File: src/shared/asw_regs.svh
// Purpose: Constants of the artificial sine wave generator.
// Assumes: A 100 MHz core clock.
// Notes:   Definitions only; guarded against double inclusion.
`ifndef ASW_REGS_SVH
`define ASW_REGS_SVH

// ----------------------------------------
// Timing
// ----------------------------------------
`define ASW_CLK_PERIOD_NS 10
`define ASW_TICK_NS 3260
`define ASW_TICK_CYC (`ASW_TICK_NS / `ASW_CLK_PERIOD_NS)
`define ASW_TICK_W 9

// ----------------------------------------
// Output frequency figures: resolution in uHz, ceiling in Hz
// ----------------------------------------
`define ASW_RES_UHZ 146270
`define ASW_FMAX_HZ 9600

// ----------------------------------------
// Wave shape
// ----------------------------------------
`define ASW_STEPS_PER_CYCLE 32
`define ASW_STEP_IDX_W 5
`define ASW_DUTY_OFFSET 8'h80
`define ASW_INIT_AMP 8'h24
`define ASW_INIT_VEL 8'h00
`define ASW_INIT_DUTY 8'h80

`endif

File: src/shared/asw_pkg.sv
// Purpose: Types shared by the sine wave generator design files.
// Assumes: Nothing beyond SystemVerilog packed types.
// Notes:   Constants live in asw_regs.svh.
package asw_pkg;
    typedef logic [15:0] asw_phase_t;
    typedef logic [7:0] asw_duty_t;
    typedef logic signed [7:0] asw_wave_t;

    // State of the generator core
    typedef struct packed {
        logic [8:0] tick_cnt;
        logic tick;
        asw_phase_t phase_accumulator;
        logic pend;
        asw_wave_t wave;
        asw_wave_t vel;
        logic [4:0] step_idx;
        logic cycle_start;
        asw_duty_t duty;
        asw_duty_t pwm_cnt;
        logic pwm_out;
    } asw_state_t;
endpackage

File: src/rtl/asw_gen.sv
// Purpose: Gravity-style sine wave generator feeding an 8-bit PWM D/A stage.
// Assumes: 100 MHz clock; frequency step is synchronous to i_clk.
// Notes:   Samples pass through an 8-word FIFO; i_hold stalls the PWM loader.
`timescale 1ns/10ps
`default_nettype none
`include "asw_regs.svh"

// Contract
// - Every tick adds the 16-bit frequency step into the phase accumulator, wrapping.
// - A new sample is computed only after a tick on which the accumulator rolled over.
// - One output cycle is 32 successive sample updates.
// - Ticks come at a fixed 3.26 us period.
// - Output frequency is step times 0.14627 Hz, at most 9.6 kHz.
// - Velocity goes up when the wave is negative and down when it is positive.
// - The new velocity is added to the wave to form the next sample.
// - The PWM duty loaded is the new sample plus 128.
// - Each tick first services the PWM stage, then accumulates.
module asw_gen
    import asw_pkg::*;
#(
    parameter int FIFO_DEPTH = 8,
    parameter int TICK_CYC = `ASW_TICK_CYC
) (
    // Clock and reset
    input wire logic i_clk,
    input wire logic i_rst_n,
    // Control
    input wire logic [15:0] i_frequency_step,
    input wire logic i_hold,
    // Outputs
    output logic o_pwm,
    output logic [7:0] o_duty,
    output logic o_tick,
    output logic o_cycle_start
);
    // ----------------------------------------
    // Reset release
    // ----------------------------------------
    logic rst_meta_r;
    logic rst_n_r;

    // Two-stage release keeps the deassertion synchronous
    always_ff @(posedge i_clk or negedge i_rst_n) begin
        if (!i_rst_n) begin
            rst_meta_r <= 1'b0;
            rst_n_r <= 1'b0;
        end else begin
            rst_meta_r <= 1'b1;
            rst_n_r <= rst_meta_r;
        end
    end

    // ----------------------------------------
    // Core state
    // ----------------------------------------
    asw_state_t s_r;
    asw_state_t s_nxt;
    logic [16:0] acc_sum;
    logic carry;
    logic upd;
    asw_wave_t vel_new;
    asw_wave_t wave_new;
    asw_duty_t push_data;
    logic fifo_wr_ready;
    logic fifo_rd_valid;
    asw_duty_t fifo_rd_data;
    logic pop;

    // Last count of the tick divider
    localparam int TICK_LAST = TICK_CYC - 1;

    // Phase arithmetic and the gravity step
    always_comb begin
        // 16-bit wrap over 32 steps fixes the resolution per step unit
        acc_sum = {1'b0, s_r.phase_accumulator} + {1'b0, i_frequency_step};
        carry = s_r.tick && acc_sum[16];
        upd = s_r.pend && fifo_wr_ready;
        if (s_r.wave[7]) begin
            vel_new = s_r.vel + 8'sh01;
        end else if (s_r.wave != 8'sh00) begin
            vel_new = s_r.vel - 8'sh01;
        end else begin
            vel_new = s_r.vel;
        end
        wave_new = s_r.wave + vel_new;
        push_data = asw_duty_t'(wave_new) + `ASW_DUTY_OFFSET;
    end

    // Loader pops one sample per tick unless the outside holds it
    assign pop = s_r.tick && !i_hold && fifo_rd_valid;

    // ----------------------------------------
    // Next state
    // ----------------------------------------
    always_comb begin
        s_nxt = s_r;
        s_nxt.tick = 1'b0;
        s_nxt.cycle_start = 1'b0;
        // Tick divider; period is fixed so every frequency ratio holds
        if (s_r.tick_cnt == 9'(TICK_LAST)) begin
            s_nxt.tick_cnt = '0;
            s_nxt.tick = 1'b1;
        end else begin
            s_nxt.tick_cnt = s_r.tick_cnt + 9'h001;
        end
        // PWM service comes first in the tick
        if (pop) begin
            s_nxt.duty = fifo_rd_data;
        end
        // Then the accumulation step
        if (s_r.tick) begin
            s_nxt.phase_accumulator = acc_sum[15:0];
        end
        // New sample; a fresh rollover wins over the clear of the pending flag
        if (upd) begin
            s_nxt.vel = vel_new;
            s_nxt.wave = wave_new;
            s_nxt.step_idx = s_r.step_idx + 5'h01;
            s_nxt.cycle_start = (s_r.step_idx == 5'h1F);
        end
        s_nxt.pend = (s_r.pend && !upd) || carry;
        // Free-running compare stage
        s_nxt.pwm_cnt = s_r.pwm_cnt + 8'h01;
        s_nxt.pwm_out = (s_r.pwm_cnt < s_r.duty);
    end

    // Reset gives a swing to start from and no initial speed
    always_ff @(posedge i_clk or negedge rst_n_r) begin
        if (!rst_n_r) begin
            s_r <= '0;
            s_r.wave <= `ASW_INIT_AMP;
            s_r.vel <= `ASW_INIT_VEL;
            s_r.duty <= `ASW_INIT_DUTY;
        end else begin
            s_r <= s_nxt;
        end
    end

    // ----------------------------------------
    // Sample buffer
    // ----------------------------------------
    asw_fifo #(
        .W(8),
        .DEPTH(FIFO_DEPTH)
    ) u_fifo (
        .i_clk(i_clk),
        .i_rst_n(rst_n_r),
        .i_wr_valid(upd),
        .i_wr_data(push_data),
        .o_wr_ready(fifo_wr_ready),
        .o_rd_valid(fifo_rd_valid),
        .o_rd_data(fifo_rd_data),
        .i_rd_ready(s_r.tick && !i_hold)
    );

    // Outputs straight from flops
    assign o_pwm = s_r.pwm_out;
    assign o_duty = s_r.duty;
    assign o_tick = s_r.tick;
    assign o_cycle_start = s_r.cycle_start;
endmodule
`default_nettype wire

File: src/rtl/asw_fifo.sv
// Purpose: Small sample FIFO between wave generation and the PWM loader.
// Assumes: Single clock, asynchronous active-low reset released synchronously upstream.
// Notes:   Read data come from the storage registers at the read pointer.
`timescale 1ns/10ps
`default_nettype none
module asw_fifo #(
    parameter int W = 8,
    parameter int DEPTH = 8
) (
    // Clock and reset
    input wire logic i_clk,
    input wire logic i_rst_n,
    // Write side
    input wire logic i_wr_valid,
    input wire logic [W-1:0] i_wr_data,
    output logic o_wr_ready,
    // Read side
    output logic o_rd_valid,
    output logic [W-1:0] o_rd_data,
    input wire logic i_rd_ready
);
    localparam int AW = $clog2(DEPTH);

    typedef struct packed {
        logic [DEPTH-1:0][W-1:0] mem;
        logic [AW-1:0] wr_ptr;
        logic [AW-1:0] rd_ptr;
        logic [AW:0] count;
    } fifo_state_t;

    fifo_state_t s_r;
    fifo_state_t s_nxt;
    logic push;
    logic pop;

    // ----------------------------------------
    // Handshakes
    // ----------------------------------------
    assign o_wr_ready = (s_r.count != (AW+1)'(DEPTH));
    assign o_rd_valid = (s_r.count != '0);
    assign o_rd_data = s_r.mem[s_r.rd_ptr];
    assign push = i_wr_valid && o_wr_ready;
    assign pop = i_rd_ready && o_rd_valid;

    // Pointer and storage update; pointers wrap at DEPTH-1 for any depth
    always_comb begin
        s_nxt = s_r;
        if (push) begin
            s_nxt.mem[s_r.wr_ptr] = i_wr_data;
            s_nxt.wr_ptr = (s_r.wr_ptr == AW'(DEPTH-1)) ? '0 : s_r.wr_ptr + 1'b1;
        end
        if (pop) begin
            s_nxt.rd_ptr = (s_r.rd_ptr == AW'(DEPTH-1)) ? '0 : s_r.rd_ptr + 1'b1;
        end
        s_nxt.count = s_r.count + (AW+1)'(push) - (AW+1)'(pop);
    end

    always_ff @(posedge i_clk or negedge i_rst_n) begin
        if (!i_rst_n) begin
            s_r <= '0;
        end else begin
            s_r <= s_nxt;
        end
    end
endmodule
`default_nettype wire

File: config.mk
export PLATFORM = sky130hd
export DESIGN_NAME = asw_gen
export DESIGN_NICKNAME = d
export VERILOG_FILES = /design/src/shared/asw_pkg.sv /design/src/rtl/asw_gen.sv /design/src/rtl/asw_fifo.sv
export VERILOG_INCLUDE_DIRS = /design/src /design/src/shared
export SDC_FILE = /design/constraint.sdc
export NUM_CORES = 1
export LEC_CHECK = 0
export ABC_AREA = 1
export BUFFER_PORTS_ARGS = -buffer_cell sky130_fd_sc_hd__buf_2
export CELL_PAD_IN_SITES_DETAIL_PLACEMENT = 1
export CELL_PAD_IN_SITES_GLOBAL_PLACEMENT = 1
export CORE_MARGIN = 10
export CORE_UTILIZATION = 45
export CTS_CLUSTER_SIZE = 12
export DETAILED_ROUTE_END_ITERATION = 12
export HOLD_SLACK_MARGIN = 0.08
export PLACE_DENSITY = 0.85
export RECOVER_POWER = 100
export SYNTH_ARGS = -nofsm -noshare
export SYNTH_HDL_FRONTEND = slang
export SYNTH_SLANG_ARGS = --single-unit
File: constraint.sdc
create_clock -name i_clk -period 6.47 [get_ports i_clk]
set_input_delay 0 -clock i_clk [delete_from_list [all_inputs] [get_ports i_clk]]
set_output_delay 0 -clock i_clk [all_outputs]
set_load 0.02 [all_outputs]
# Yosys cells after proc, flatten, opt, wreduce, memory -nomap -nowiden
# Index checks and enable logic that the tools add are counted.
# totals
in_bits	19
wordCells	69
output_inout_bits	11
regBits	142
# classes
order_cmp	4
n_eq_ne	5
mux	12
reduce_logical	12
add_sub_neg	12
# op_table
cell	n
bitwise mux 64 bit	1
2-to-1 mux 8 bit	4
binary-select mux 8 bit (select 3 bit)	1
demux 8 bit (select 3 bit)	1
adder 16 x 16 -> 17 bit	1
adder 9 x 1 -> 9 bit (second input constant)	1
equality test 9 bit (second input constant)	1
2-to-1 mux 9 bit	1
adder 8 x 1 -> 8 bit (second input constant)	1
adder 8 x 2 -> 8 bit (second input constant)	1
adder 8 bit	1
adder 8 bit (second input constant)	1
less-than comparator 3 x 4 -> 1 bit (second input constant)	2
less-than comparator 8 bit	1
nonzero test 8 bit	1
subtractor 8 x 2 -> 8 bit (second input constant)	1
logical AND 1 bit	7
adder 3 x 1 -> 3 bit (second input constant)	2
equality test 3 bit (second input constant)	2
2-to-1 mux 3 bit	2
adder 5 x 1 -> 5 bit (second input constant)	1
equality test 5 bit (second input constant)	1
adder 4 x 1 -> 4 bit	1
!= test 4 bit (second input constant)	1
other kinds (6)	8

# Depth between registers and ports, before layout
# depth
depth_word	6
depth_mapped	18
ltp_nobuf	16

# Cells and area by module
# Synthesis repeated with hierarchy kept, for this count alone.
# hier_totals
cells_unflattened	1096
hier_area_um2	8697.1
# by_module_without_submodules
mod	cells_per_inst	n_inst	area_per_inst_um2
asw_fifo	575	1	4439.3
asw_gen	521	1	4257.8

# Worst setup path after synthesis
# No wires, ideal clock.
# synth_timing
path_kind	reg2reg
start	register s_r[38] (netlist bit)
end	register s_r[37] (netlist bit)
arrival_time_ps	2511
t_required_ps	6332
setup_slack_ps	3821
path_stages_with_launch	17
period_less_slack_ps	2649
n_path_buf	2
path_cell_list	dfrtp_1 -> buf_6 -> inv_8 -> nand2_4 -> nor2_4 -> nand2_4 -> buf_6 -> xor2_1 -> ha_1 -> fa_1 -> nand3_1 -> nand3_1 -> nand2_1 -> nand2_1 -> a21oi_1 -> xor2_1 -> o21ai_0
# synth_via
elab_chain_cells	4
# synth_lines
element	line_no	source
start: declaration	asw_gen.sv:56	asw_state_t s_r;
start signal: assignment	asw_gen.sv:135	s_r <= s_nxt;
nonzero test 8 bit	asw_gen.sv:80	end else if (s_r.wave != 8'sh00) begin
2-to-1 mux 8 bit	asw_gen.sv:80	
2-to-1 mux 8 bit (*)	asw_gen.sv:78	if (s_r.wave[7]) begin
via vel_new[0]	asw_gen.sv:61	asw_wave_t vel_new;
adder 8 bit (*)	asw_gen.sv:85	wave_new = s_r.wave + vel_new;
# The timed path passes the listed nets; every way through them passes the cells marked *.
# A chain may end at the register's enable or synchronous reset.

# Final worst setup path
# layout_timing
start	register s_r[38] (netlist bit)
end	register u_fifo.s_r[73] (netlist bit)
# layout_via
elab_chain_cells	6
# layout_lines
element	line_no	source
nonzero test 8 bit	asw_gen.sv:80	
2-to-1 mux 8 bit	asw_gen.sv:80	
2-to-1 mux 8 bit (*)	asw_gen.sv:78	
via vel_new[4]	asw_gen.sv:61	
adder 8 bit (*)	asw_gen.sv:85	
adder 8 bit (no line) (*)	-	
bitwise mux 64 bit (*)	asw_fifo.sv:49	s_nxt.mem[s_r.wr_ptr] = i_wr_data;
end signal: assignment	asw_fifo.sv:62	s_r <= s_nxt;
end: declaration	asw_fifo.sv:31	fifo_state_t s_r;
# Marks and branches as above.

==> results.ini <==
[global_route]
grt_max_degree = 74
grt_pass1_vias = 6998
grt_util_all_layers_pct = 18.74
grt_overflow = 0
grt_pass1_wl_um = 34520
grt_antenna_before_repair = 0

[yosys]
synth_edf_count = 0
avgSynthCellArea_um2 = 8.493
synth_nets = 988
ys_seq_elements = 142
yosys-top-cells-area = dfrtp_1 45%, nand2_1 10%, o21ai_0 8.1%, ha_1 7.5%, inv_1 4.0%
synth_cells = 919
yosysSeqAreaShare_pct = 45.58
synth.top_cell.area_share_pct = 44.57
yosys.area.top_type = dfrtp_1
synth_ff_type = dfrtp_1
synth_cell_types = 48
syn_area_um2 = 7805
async_reset_ff_share_pct = 100.0
yosys_warnings = 0

[power]
clockPowerShare_pct = 48.2
switchingPower_uw = 528.2
power-per-cell-area_nw_per_um2 = 245.3
p_leak_uw = 0.004229
worst_ir_drop_vdd_v = 0.0001898
intPower_uw = 1597
pwr-share-seq_pct = 43.5
power_uw = 2125
comb_power_share_pct = 8.3
p_sw_share_pct = 24.86

[worst_setup_path]
critPathSlowestCell = o311ai_0
crit_buf_inv = 2
worst-setup-path-type = register to register
cp.arrival_ns = 4.41
cp_cell_sequence = clkinvlp_2 > nand2_4 > nor2_1 > nand2_1 > nand4_1 > o21ai_0 > xor2_1 > ha_1 > a21oi_1 > o311ai_0 > inv_1 > nand3_1 > nand3_1 > nand2_1
crit_path_max_fanout = 11
cp-end-kind = register
cp.required_ns = 6.84
cpLargestDelayFamily = simple AND/OR/NAND/NOR gates
slowest_delay_ns = 0.75
cp-start-kind = register

[sta]
final_hold_viol_count = 0
tightest_slew_ns = 2.844
timing.final.crit_share_pct = 62.40
max_freq_mhz = 247.7
maxSlewViolCount = 69
maxSlewHeadroom_pct = -89.62
skew_ns = 0.01101
finalSetupViolations = 0
period_minus_slack_ns = 4.037
fin_hold_ws_ns = 0.07725
totalNegativeSetupSlack_ns = 0
rsz0062_at_grt = false
setup_ws_ns = 2.433

[run_status]
status = complete, but fails checks
violations = max-capacitance violations, max-slew violations

[floorplanning]
coreArea_um2 = 17180
pin_count = 30
die_h_um = 151.7
initial_utilization_pct = 45.44
die-area_um2 = 23010
rows = 48
die_x_um = 151.7

[hold_path]
min_path_type = primary input to register

[placement]
dpl.hpwl_um = 13620
place_ws_ns = 3.361
routabilityCongestion = 0.8578
io_buffers = 29

[clocking]
cts_resized = 0
cts_buffers = 17
clkLatencyLatePin_ns = 0.44
cts.sinks = 142
htree_levels = 4
ctsHoldBuffers = 9
cts_tree = built
clock_path_buffers = 2
cts_setup_buffers = 0
clk_pin_slew_ns = 0.06
cts_root_buffer = clkbuf_16

[finish]
antenna_cells = 0
drive_above_1_share_pct = 8.281
syn2layout_area_growth_pct = 11.00
final_nets = 1010
final_core_util_pct = 50.44
fillers = 2044

[drt]
drcViolationCount = 0
drtIter0Drc = 269
routedWlPerCell_um = 17.14
viasPerCell = 5.383
dr_total_vias = 6346
drt-total-wl_um = 20200
postRouteAntennaNets = 0
drtPass1Iterations = 6

[run]
drv_cap = 1

cell usage in the layout, fill, tap and decap left out, types with 2 or more instances in the layout:
| cell | Yosys | final |
|---|---|---|
| nand4_2 | 2 | 2 |
| nand3_1 | 39 | 40 |
| o21ai_0 | 127 | 135 |
| dfstp_2 | 3 | 3 |
| inv_2 | 5 | 3 |
| inv_6 | 0 | 4 |
| a31oi_1 | 3 | 3 |
| nor2_2 | 6 | 6 |
| inv_1 | 84 | 86 |
| nor2_1 | 70 | 72 |
| clkinvlp_4 | 0 | 2 |
| o21bai_1 | 4 | 4 |
| nand3_4 | 4 | 3 |
| or2_2 | 3 | 3 |
| clkbuf_1 | 18 | 15 |
| o22ai_1 | 5 | 5 |
| nand3_2 | 3 | 3 |
| clkbuf_16 | 0 | 17 |
| xnor2_1 | 13 | 13 |
| nand2_1 | 209 | 212 |
| ha_1 | 47 | 47 |
| a21oi_1 | 29 | 29 |
| fa_1 | 3 | 3 |
| buf_2 | 9 | 18 |
| clkinv_4 | 0 | 2 |
| xor2_1 | 23 | 24 |
| nor3_1 | 5 | 5 |
| nand2_2 | 5 | 3 |
| o221ai_1 | 7 | 7 |
| buf_4 | 8 | 2 |
| dfrtp_1 | 139 | 139 |
| o211ai_1 | 9 | 9 |
| nand4_1 | 7 | 7 |
| nand2_4 | 3 | 2 |
| dlygate4sd3_1 | 0 | 9 |
| bufinv_16 | 0 | 3 |
sequential cells by signal (all words and copies together) (netlist names):
register	count
o_pwm	1
o_tick	1
rst_meta_r	1
o_duty	8
u_fifo.s_r	74
s_r	55
o_cycle_start	1
rst_n_r	1
metrics by stage:
step	area (um2)	instances
floorplan	7805	919
global placement	8059	1138
detailed placement	8059	1138
CTS	8757	1179
global route	8663	1179
finish	8663	1179
synthesized netlist by cell type, types with 9 or more instances:
library cell and number:
nand3_1 39, clkbuf_1 18, dfrtp_1 139, buf_2 9
o211ai_1 9, o21ai_0 127, ha_1 47, xnor2_1 13
nand2_1 209, nor2_1 70, inv_1 84, xor2_1 23
a21oi_1 29
worst reg2reg max path: cells and delay by family (launching register included):
kind	cells	cell delay [ns]
compound gates	3	0.99
simple gates	7	1.20
buf+inv	2	0.68
xor+xnor	1	0.16
flops	1	0.54
fa+ha+maj	1	0.40
layout make-up:
class / instances / area (um2) / share of cell area [%]
multi-input cells: 648 / 3633 / 41.94
flip-flops and latches: 142 / 3557 / 41.06
clock buffers: 21 / 450.4 / 5.199
inverters: 91 / 342.8 / 3.957
well taps: 225 / 281.5 / 3.250
repair buffers: 41 / 240.2 / 2.773
clock inverters: 11 / 157.7 / 1.820
power by group through the flow:
stage,Clock [uW],Sequential [uW],Combinational [uW]
after detailed placement,0,941,175
final,1020,923,177
after global routing,1080,927,201
after floorplan,0,941,128
after CTS,1040,925,181
after global placement,0,940,167
path summary, 6_finish.rpt:
kind / start / end / slack (ns) / cells past startpoint
worst min-delay path: i_frequency_step[2] / s_r[42]$_DFFE_PN0P_ / 0.08 / 4
worst min register to register: rst_meta_r$_DFF_PN0_ / rst_n_r$_DFF_PN0_ / 0.35 / 0
min in group asynchronous: i_rst_n / rst_n_r$_DFF_PN0_ / 0.42 / 3
worst max register to register: s_r[38]$_DFFE_PN0P_ / u_fifo.s_r[73]$_DFFE_PN0P_ / 2.43 / 14
worst max-delay path: s_r[38]$_DFFE_PN0P_ / u_fifo.s_r[73]$_DFFE_PN0P_ / 2.43 / 14
max in group asynchronous: rst_n_r$_DFF_PN0_ / u_fifo.s_r[0]$_DFF_PN0_ / 3.13 / 1
layer usage:
layer | up-vias | global-route usage, % | part of all wire (%)
met2 | 91 | 33.38 | 51
li1 | 3056 | - | -
met4 | 0 | 6.673 | 1.6
met1 | 3171 | 22.05 | 44
met3 | 28 | 3.386 | 3.2
met5 | - | 0 | 0
logic make-up (layout without fill, tap and decap cells):
group	count (synthesis)	after routing	synth area share [%]
DFF	142	142	45.58
xor gates and xnor gates	37	37	4.248
AOI/OAI and AO/OA	199	199	14.24
muxes	1	1	0.1283
and+or+nand+nor	360	360	20.44
adders and majority gates	50	50	8.304
other	1	1	0.04805
buffers and inverters	129	164	7.021
No activity file was read; power rests on OpenSTA's default activity.
